==> config.mk <==
export PLATFORM = sky130hd
export DESIGN_NAME = host_channel3_status
export DESIGN_NICKNAME = d
export VERILOG_FILES = /design/src/rtl/status_flags_pkg.sv /design/src/rtl/host_channel3_status.sv
export VERILOG_INCLUDE_DIRS = /design/src /design/src/rtl
export SDC_FILE = /design/constraint.sdc
export NUM_CORES = 1
export LEC_CHECK = 0
export ABC_CLOCK_PERIOD_IN_PS = 1800
export BUFFER_PORTS_ARGS = -buffer_cell sky130_fd_sc_hd__buf_2
export CAP_MARGIN = 0
export CORE_UTILIZATION = 42
export DETAILED_ROUTE_END_ITERATION = 10
export GPL_TIMING_DRIVEN = 0
export PLACE_DENSITY_LB_ADDON = 0.08
export SLEW_MARGIN = 20
export SYNTH_ARGS = -nofsm -noshare
export SYNTH_HDL_FRONTEND = slang
export SYNTH_SLANG_ARGS = --single-unit
==> constraint.sdc <==
create_clock -name clk -period 1.8 [get_ports clk]
set_input_delay 0.09 -clock clk [delete_from_list [all_inputs] [get_ports clk]]
set_output_delay 0.09 -clock clk [all_outputs]
set_load 0.1 [all_outputs]
==> src/rtl/status_flags_params.svh <==
`ifndef STATUS_FLAGS_PARAMS_SVH
`define STATUS_FLAGS_PARAMS_SVH

`define STAT_WIDTH        8
`define STAT_RESET        8'h00
`define BIT_OUT_FULL      0
`define BIT_IN_FULL       1
`define BIT_USER_TWO      2
`define BIT_CMD_DATA      3
`define BIT_USER_LO       4
`define BIT_USER_HI       7
`define HOST_ADDR_CMD_BIT 2
`define USER_MASK         8'hF4

`endif

==> src/rtl/status_flags_pkg.sv <==
package status_flags_pkg;

  // One access from the slave processor side, valid for a single cycle.
  typedef struct packed {
    logic       status_wr;
    logic [7:0] status_wdata;
    logic       out_data_wr;
    logic       in_data_rd;
  } slave_access_t;

  // One completed LPC I/O cycle from the host side, valid for a single cycle.
  typedef struct packed {
    logic       in_data_wr;
    logic [2:0] io_addr_low;
    logic       out_data_rd;
    logic       status_rd;
    logic       status_wr;
  } host_access_t;

endpackage : status_flags_pkg

==> src/rtl/host_channel3_status.sv <==
// How it works
// - Layout valid when two-way off, select on.
// - Bits 7..4 and 2 slave read/write bits.
// - Host data write copies address bit 2.
// - Host inbound data write sets inbound-full.
// - Slave inbound data read clears inbound-full.
// - Inbound-full drives slave interrupt request.
// - Slave outbound data write sets outbound-full.
// - Host read or slave zero clears outbound-full.
// - Slave writing one leaves outbound-full unchanged.
`timescale 1ns/1ps
`default_nettype none
`include "status_flags_params.svh"

module host_channel3_status
  import status_flags_pkg::*;
(
  input  wire logic                   clk,
  input  wire logic                   reset,
  input  wire logic                   two_way_reg_enable,
  input  wire logic                   status_layout_select,
  input  wire slave_access_t          slave_acc,
  input  wire host_access_t           host_acc,
  output logic [`STAT_WIDTH-1:0]      slave_rdata,
  output logic [`STAT_WIDTH-1:0]      host_rdata,
  output logic                        layout_active,
  output logic                        inbound_irq
);

  logic [`STAT_WIDTH-1:0] stat_reg;
  logic [`STAT_WIDTH-1:0] stat_next;
  logic [`STAT_WIDTH-1:0] host_rdata_reg;
  logic [`STAT_WIDTH-1:0] host_rdata_next;
  logic                   out_zero_wr;
  logic                   out_clear;

  // ----------------------------------------------------------------
  // Flag helper
  // ----------------------------------------------------------------
  // Both handshake flags settle a set and a clear in one cycle the same way.
  // The set wins, so a byte that arrives just as the old one is consumed is
  // never reported as already taken; the price is that the clearing side may
  // see the flag still up and has to look at it again.
  function automatic logic next_flag(
    input logic cur,
    input logic set_ev,
    input logic clr_ev
  );
    logic result;
    result = cur;
    if (clr_ev) begin
      result = 1'b0;
    end
    if (set_ev) begin
      result = 1'b1;
    end
    return result;
  endfunction : next_flag

  // ----------------------------------------------------------------
  // Status register
  // ----------------------------------------------------------------
  // A slave status write clears the outbound flag only through a zero in bit 0.
  // A one there is ignored, so firmware may write back what it has just read.
  assign out_zero_wr = slave_acc.status_wr &&
                       !slave_acc.status_wdata[`BIT_OUT_FULL];
  assign out_clear   = host_acc.out_data_rd || out_zero_wr;

  // The command indicator follows every host data write, data or command alike.
  always_comb begin
    stat_next = stat_reg;
    if (slave_acc.status_wr) begin
      stat_next = (stat_reg & ~`USER_MASK) | (slave_acc.status_wdata & `USER_MASK);
    end
    stat_next[`BIT_OUT_FULL] = next_flag(stat_reg[`BIT_OUT_FULL],
                                         slave_acc.out_data_wr,
                                         out_clear);
    stat_next[`BIT_IN_FULL]  = next_flag(stat_reg[`BIT_IN_FULL],
                                         host_acc.in_data_wr,
                                         slave_acc.in_data_rd);
    if (host_acc.in_data_wr) begin
      stat_next[`BIT_CMD_DATA] = host_acc.io_addr_low[`HOST_ADDR_CMD_BIT];
    end
  end

  always_ff @(posedge clk) begin
    if (reset) begin
      stat_reg <= `STAT_RESET;
    end else begin
      stat_reg <= stat_next;
    end
  end

  assign slave_rdata = stat_reg;
  assign inbound_irq = stat_reg[`BIT_IN_FULL];

  // ----------------------------------------------------------------
  // Inbound side checks
  // ----------------------------------------------------------------
  // A check that names a clearing event excludes a same-cycle set, since the
  // set wins there by design.
  chk_in_full_set: assert property (@(posedge clk) disable iff (reset)
    host_acc.in_data_wr |=> stat_reg[`BIT_IN_FULL])
    else $error("Inbound-full not set by host write.");

  chk_in_full_clr: assert property (@(posedge clk) disable iff (reset)
    slave_acc.in_data_rd && !host_acc.in_data_wr |=> !stat_reg[`BIT_IN_FULL])
    else $error("Inbound-full not cleared by slave read.");

  chk_in_full_hold: assert property (@(posedge clk) disable iff (reset)
    !host_acc.in_data_wr && !slave_acc.in_data_rd |=> $stable(stat_reg[`BIT_IN_FULL]))
    else $error("Inbound-full changed with no event.");

  chk_irq_follow: assert property (@(posedge clk) disable iff (reset)
    host_acc.in_data_wr ##1 !slave_acc.in_data_rd |=> inbound_irq)
    else $error("Interrupt request lost.");

  chk_irq_clear: assert property (@(posedge clk) disable iff (reset)
    slave_acc.in_data_rd && !host_acc.in_data_wr |=> !inbound_irq)
    else $error("Interrupt request not withdrawn.");

  chk_cmd_copy: assert property (@(posedge clk) disable iff (reset)
    host_acc.in_data_wr |=>
      stat_reg[`BIT_CMD_DATA] == $past(host_acc.io_addr_low[`HOST_ADDR_CMD_BIT]))
    else $error("Command indicator does not follow address bit.");

  chk_cmd_hold: assert property (@(posedge clk) disable iff (reset)
    !host_acc.in_data_wr |=> $stable(stat_reg[`BIT_CMD_DATA]))
    else $error("Command indicator changed with no host write.");

  chk_slave_ro_bits: assert property (@(posedge clk) disable iff (reset)
    slave_acc.status_wr && !slave_acc.in_data_rd && !host_acc.in_data_wr
      |=> stat_reg[`BIT_IN_FULL] == $past(stat_reg[`BIT_IN_FULL]) &&
          stat_reg[`BIT_CMD_DATA] == $past(stat_reg[`BIT_CMD_DATA]))
    else $error("Slave write reached a read-only bit.");

  // ----------------------------------------------------------------
  // Outbound side checks
  // ----------------------------------------------------------------
  chk_out_full_set: assert property (@(posedge clk) disable iff (reset)
    slave_acc.out_data_wr |=> stat_reg[`BIT_OUT_FULL])
    else $error("Outbound-full not set by slave write.");

  chk_out_full_clr: assert property (@(posedge clk) disable iff (reset)
    host_acc.out_data_rd && !slave_acc.out_data_wr |=> !stat_reg[`BIT_OUT_FULL])
    else $error("Outbound-full not cleared by host read.");

  chk_out_zero_clr: assert property (@(posedge clk) disable iff (reset)
    slave_acc.status_wr && !slave_acc.status_wdata[`BIT_OUT_FULL] && !slave_acc.out_data_wr
      |=> !stat_reg[`BIT_OUT_FULL])
    else $error("Outbound-full not cleared by slave zero write.");

  chk_out_one_hold: assert property (@(posedge clk) disable iff (reset)
    slave_acc.status_wr && slave_acc.status_wdata[`BIT_OUT_FULL] &&
    !slave_acc.out_data_wr && !host_acc.out_data_rd
      |=> stat_reg[`BIT_OUT_FULL] == $past(stat_reg[`BIT_OUT_FULL]))
    else $error("Slave write of one altered outbound-full.");

  chk_out_full_hold: assert property (@(posedge clk) disable iff (reset)
    !slave_acc.out_data_wr && !host_acc.out_data_rd &&
    !(slave_acc.status_wr && !slave_acc.status_wdata[`BIT_OUT_FULL])
      |=> $stable(stat_reg[`BIT_OUT_FULL]))
    else $error("Outbound-full changed with no event.");

  // ----------------------------------------------------------------
  // User bit checks
  // ----------------------------------------------------------------
  chk_user_bits: assert property (@(posedge clk) disable iff (reset)
    slave_acc.status_wr |=>
      (stat_reg & `USER_MASK) == ($past(slave_acc.status_wdata) & `USER_MASK))
    else $error("User bits not written.");

  chk_user_hold: assert property (@(posedge clk) disable iff (reset)
    !slave_acc.status_wr |=> $stable(stat_reg & `USER_MASK))
    else $error("User bits changed with no slave write.");

  // ----------------------------------------------------------------
  // Host read data
  // ----------------------------------------------------------------
  // Host status writes are simply not decoded here, so they change nothing.
  // The read value is captured once per read and then held, so the host sees
  // one consistent byte even if a flag moves while its cycle completes.
  always_comb begin
    host_rdata_next = host_rdata_reg;
    if (host_acc.status_rd) begin
      host_rdata_next = stat_reg;
    end
  end

  always_ff @(posedge clk) begin
    if (reset) begin
      host_rdata_reg <= `STAT_RESET;
    end else begin
      host_rdata_reg <= host_rdata_next;
    end
  end

  assign host_rdata = host_rdata_reg;

  chk_host_read: assert property (@(posedge clk) disable iff (reset)
    host_acc.status_rd |=> host_rdata == $past(stat_reg))
    else $error("Host read data wrong.");

  chk_host_rd_hold: assert property (@(posedge clk) disable iff (reset)
    !host_acc.status_rd |=> $stable(host_rdata))
    else $error("Host read data moved with no status read.");

  chk_host_wr_none: assert property (@(posedge clk) disable iff (reset)
    host_acc.status_wr && !host_acc.in_data_wr && !host_acc.out_data_rd &&
    (slave_acc == '0) |=> $stable(stat_reg))
    else $error("Host status write changed a bit.");

  // ----------------------------------------------------------------
  // Layout decode
  // ----------------------------------------------------------------
  // The flag only reports whether this bit layout is the one in force; the
  // register behaves the same either way, and the mode selects themselves
  // belong to the surrounding interface.
  assign layout_active = !two_way_reg_enable && status_layout_select;

endmodule : host_channel3_status
`default_nettype wire

* Word-level counts from Yosys, hierarchy flattened
Index checks and enable logic that the tools add are counted.
** Word-level totals
- Bits in registers :: 16
- Bits of input ports :: 22
- Output and inout bits :: 18
- Logic and storage cells :: 20
** Operators by class
- Mux-type cells :: 6
- Bitwise gates (word level) :: 1
- Reduce and logical (&&, ||, !) cells :: 8
** Operator list (count)
- 4-bit by 8-bit OR with 8-bit output :: 1
- 2-bit nonzero test :: 3
- 1-bit two-way mux :: 5
- 4-bit two-way mux :: 1
- 1-bit logical AND :: 2
- 1-bit zero test :: 2
- 1-bit logical OR :: 1

* Logic depth before layout (Yosys ltp)
- Word-level depth :: 5
- Depth in mapped cells :: 4

* Least setup slack after synthesis
No wires, ideal clock.
- Path type :: input to output
- Start point :: input port two_way_reg_enable
- End point :: output port layout_active
- Arrival :: 1.425 ns
- Slack :: 0.285 ns
- Stages on the path :: 1
- Buffers on the path :: 0
- Cell sequence :: nor2b_1
** Between the ends
- Cells in the longest elaborated chain, start to end :: 2
** RTL lines
- start, declared :: line host_channel3_status.sv:20 : input wire logic two_way_reg_enable,
- 1-bit zero test :: line host_channel3_status.sv:219 : assign layout_active = !two_way_reg_enable && status_layout_select;
- 1-bit logical AND :: line host_channel3_status.sv:219
- end, declared :: line host_channel3_status.sv:26 : output logic layout_active,
Every way passes these cells.

* Final worst setup path
- Start point :: register stat_reg[1] (netlist: slave_rdata[1])
- End point :: output port slave_rdata[1]
** RTL lines
- start, declared :: line host_channel3_status.sv:30 : logic [`STAT_WIDTH-1:0] stat_reg;
- start signal, assigned :: line host_channel3_status.sv:88 : stat_reg <= `STAT_RESET;
- start signal, assigned :: line host_channel3_status.sv:90 : stat_reg <= stat_next;
- end, declared :: line host_channel3_status.sv:24 : output logic [`STAT_WIDTH-1:0] slave_rdata,
No word-level cell between the ends.

==> out/results.txt <==
Distinct cells, synth: 11
Post-CTS Setup Repair Bufs: 0
Total number of vias: 473
CP delay by family, top: buffers and inverters
YS warnings: 0
Filler Cell Count: 132
Largest family of logic cells by synthesized area: multiplexers
Multi-input logic area: 231 sq um
Reg clk slew, reported paths: 0.09 ns
Root Driver: clkbuf_4
Clk buf depth: 2
Area of placed instances: 779 sq um
Num ports: 40
Max Fclk: 790 MHz
Met1 Use GR: 19.1%
Slowest cell on the critical path: buf_2
DP HPWL: 796 um
CP Data Required Time: 1.71 ns
Core area: 1320 sq um
WP buf/inv: 2
Cts repair resizes: 0
Tightest Pin Transition: 0.488 ns
R2R cell count: 2
Cell Chain, Critical Path: buf_4 -> buf_2
Setup crit end kind: output pin
Largest net degree at the start of global routing: 11
Worst hold stages: 3
Critical R2R Launch: slave_rdata[0]
Met3 Track Usage GR: 5.00%
Synthesized instance count: 57
Die Span Y: 40.0 um
Count of final setup violators: 0
PD cells: 1040 nW/um^2
Slew margin rel.: 67.7%
DRT Wirelength: 1100 um
Synthesized Nets: 79
Port bufs: 31
Total track usage: 15.4%
Register area share after synthesis: 52.9%
Synth area leaders: dfxtp_1 53%, mux2i_1 23%, nor2_1 9.9%, buf_6 5.6%, nand2b_4 2.3%
First-pass GRT wire length: 1510 um
Final Cycle Share: 70.4%
Yosys reg bits: 16
R2r setup slk: 1.17 ns
Placer Congestion: 0.588
Total die area: 1600 sq um
Fin crit period: 1.27 ns
Endpoints failing hold: 0
Peak supply drop: 0.534 mV
Final worst slack: 0.534 ns
Clock latency on the worst-skew pair: 0.28 ns
Area leader, netlist: dfxtp_1
Syn avg cell area: 10.6 sq um
Final slew viol count: 0
Worst Hold End: slave_rdata[0]
CP Class: reg -> out
Reg area: 320 sq um
CTS Hold Bufs: 0
Initial antenna violation count: 0
Adder-Cell Fraction of Synth Area: 0%
Die X-Extent: 40.0 um
Synth Area in XOR/XNOR: 0%
Mapped cell area: 606 sq um
Critical Path Stages: 2
Synth top area share: 52.9%
Rows: 13
# H-tree levels: 1
Most frequent cells in the layout: 31 x buf_2, 16 x nor2_1, 16 x dfxtp_1
Critical Path Fanout Max: 4
Max-Cap Viols: 0
Critical R2R Capture: host_rdata[0]
Leak: 0.457 nW
Skew final: 0.00182 ns
CTS tree: built
Met2 usage: 21.4%
Gr ovfl total: 0
Worst-case hold slack: 0.0129 ns
CP Data Arrival Time: 1.18 ns
CTS buffer count: 3
Worst stage delay on the critical path: 0.41 ns
Layout cells sized above 1: 44.6%
Post-layout net count: 115
Post-layout util: 61.9%
Area share of and/or/nand/nor cells after synthesis: 13.2%
Status: finished clean
HP Class: in -> reg
Vias in the first global route: 357
Setup tns final: 0 ns
Drt wl/cell: 10.3 um
Compound-Gate Fraction of Synth Area: 1.86%
Commonest non-fill, non-tap cell in the layout: buf_2
GRT Max-Usage Layer: met2
Routed vias/inst: 4.42
RSZ-0062 raised after global routing: false
Area grow syn2layout: 34.7%
First DRT Iteration DRCs: 1
N_diodes: 0
Mux share of post-synthesis cell area: 23.1%
Starting Density: 46.0%
Residual DRC: 0
Drt first pass iters: 2
CTS Sinks: 16
Pre-CTS setup slack: 0.843 ns
Worst Hold Launch: slave_acc[1]
Post-route ant nets: 0
Final Cell Area: 816 sq um
Startpoint Class: register
-- report_power, final --
part	internal [mW]	switching, mW
Combinational	0.0518	0.182
Sequential	0.371	0.00998
Clock	0.123	0.110
-- cells in the mapped netlist, drive strengths merged --
library cell and count:
a21oi 1, a31oi 1, buf 4, clkbuf 1, dfxtp 16, inv 2, mux2i 14, nand2b 1
nor2 16, nor2b 1
-- how the worst max path moves through the flow --
stage / from / to / slack [ns]
floorplan: two_way_reg_enable / layout_active / 0.28
global placement: slave_rdata[1] / slave_rdata[1] / 0.84
detailed placement: slave_rdata[1] / slave_rdata[1] / 0.84
CTS: slave_rdata[1] / slave_rdata[1] / 0.52
global route: slave_rdata[1] / slave_rdata[1] / 0.49
finish: slave_rdata[1] / slave_rdata[1] / 0.53
-- cells by family after synthesis --
group,Yosys count
AO/OA/AOI/OAI,2
buffers and inverters,7
flip-flops,16
multiplexers,14
AND/OR/NAND/NOR,18
-- tightest hold or removal path: stages --
cell	delay (ns)
buf_2	0.07
a31oi_1	0.03
nor2_1	0.07
-- metrics by stage --
| step | total power, mW | std cells |
|---|---|---|
| 2_1_floorplan | 0.584 | 57 |
| 3_3_place_gp | 0.622 | 103 |
| 3_5_place_dp | 0.625 | 103 |
| 4_1_cts | 0.857 | 107 |
| 5_1_grt | 0.881 | 107 |
| 6_report | 0.848 | 107 |
-- per-layer routing --
metal	vias up	share of wire, %
met5	-	0
met4	0	1.3
met3	2	6.9
met2	20	43
met1	199	49
li1	252	-
-- final cells by class --
class                   count  area share [%]
inverters                   2           0.920
repair buffers             31            19.0
plain buffers               5            5.67
multi-input cells          34            28.4
flip-flops and latches     16            39.3
well taps                  15            2.30
clock buffers               4            4.45
(Power assumes the default switching activity.)
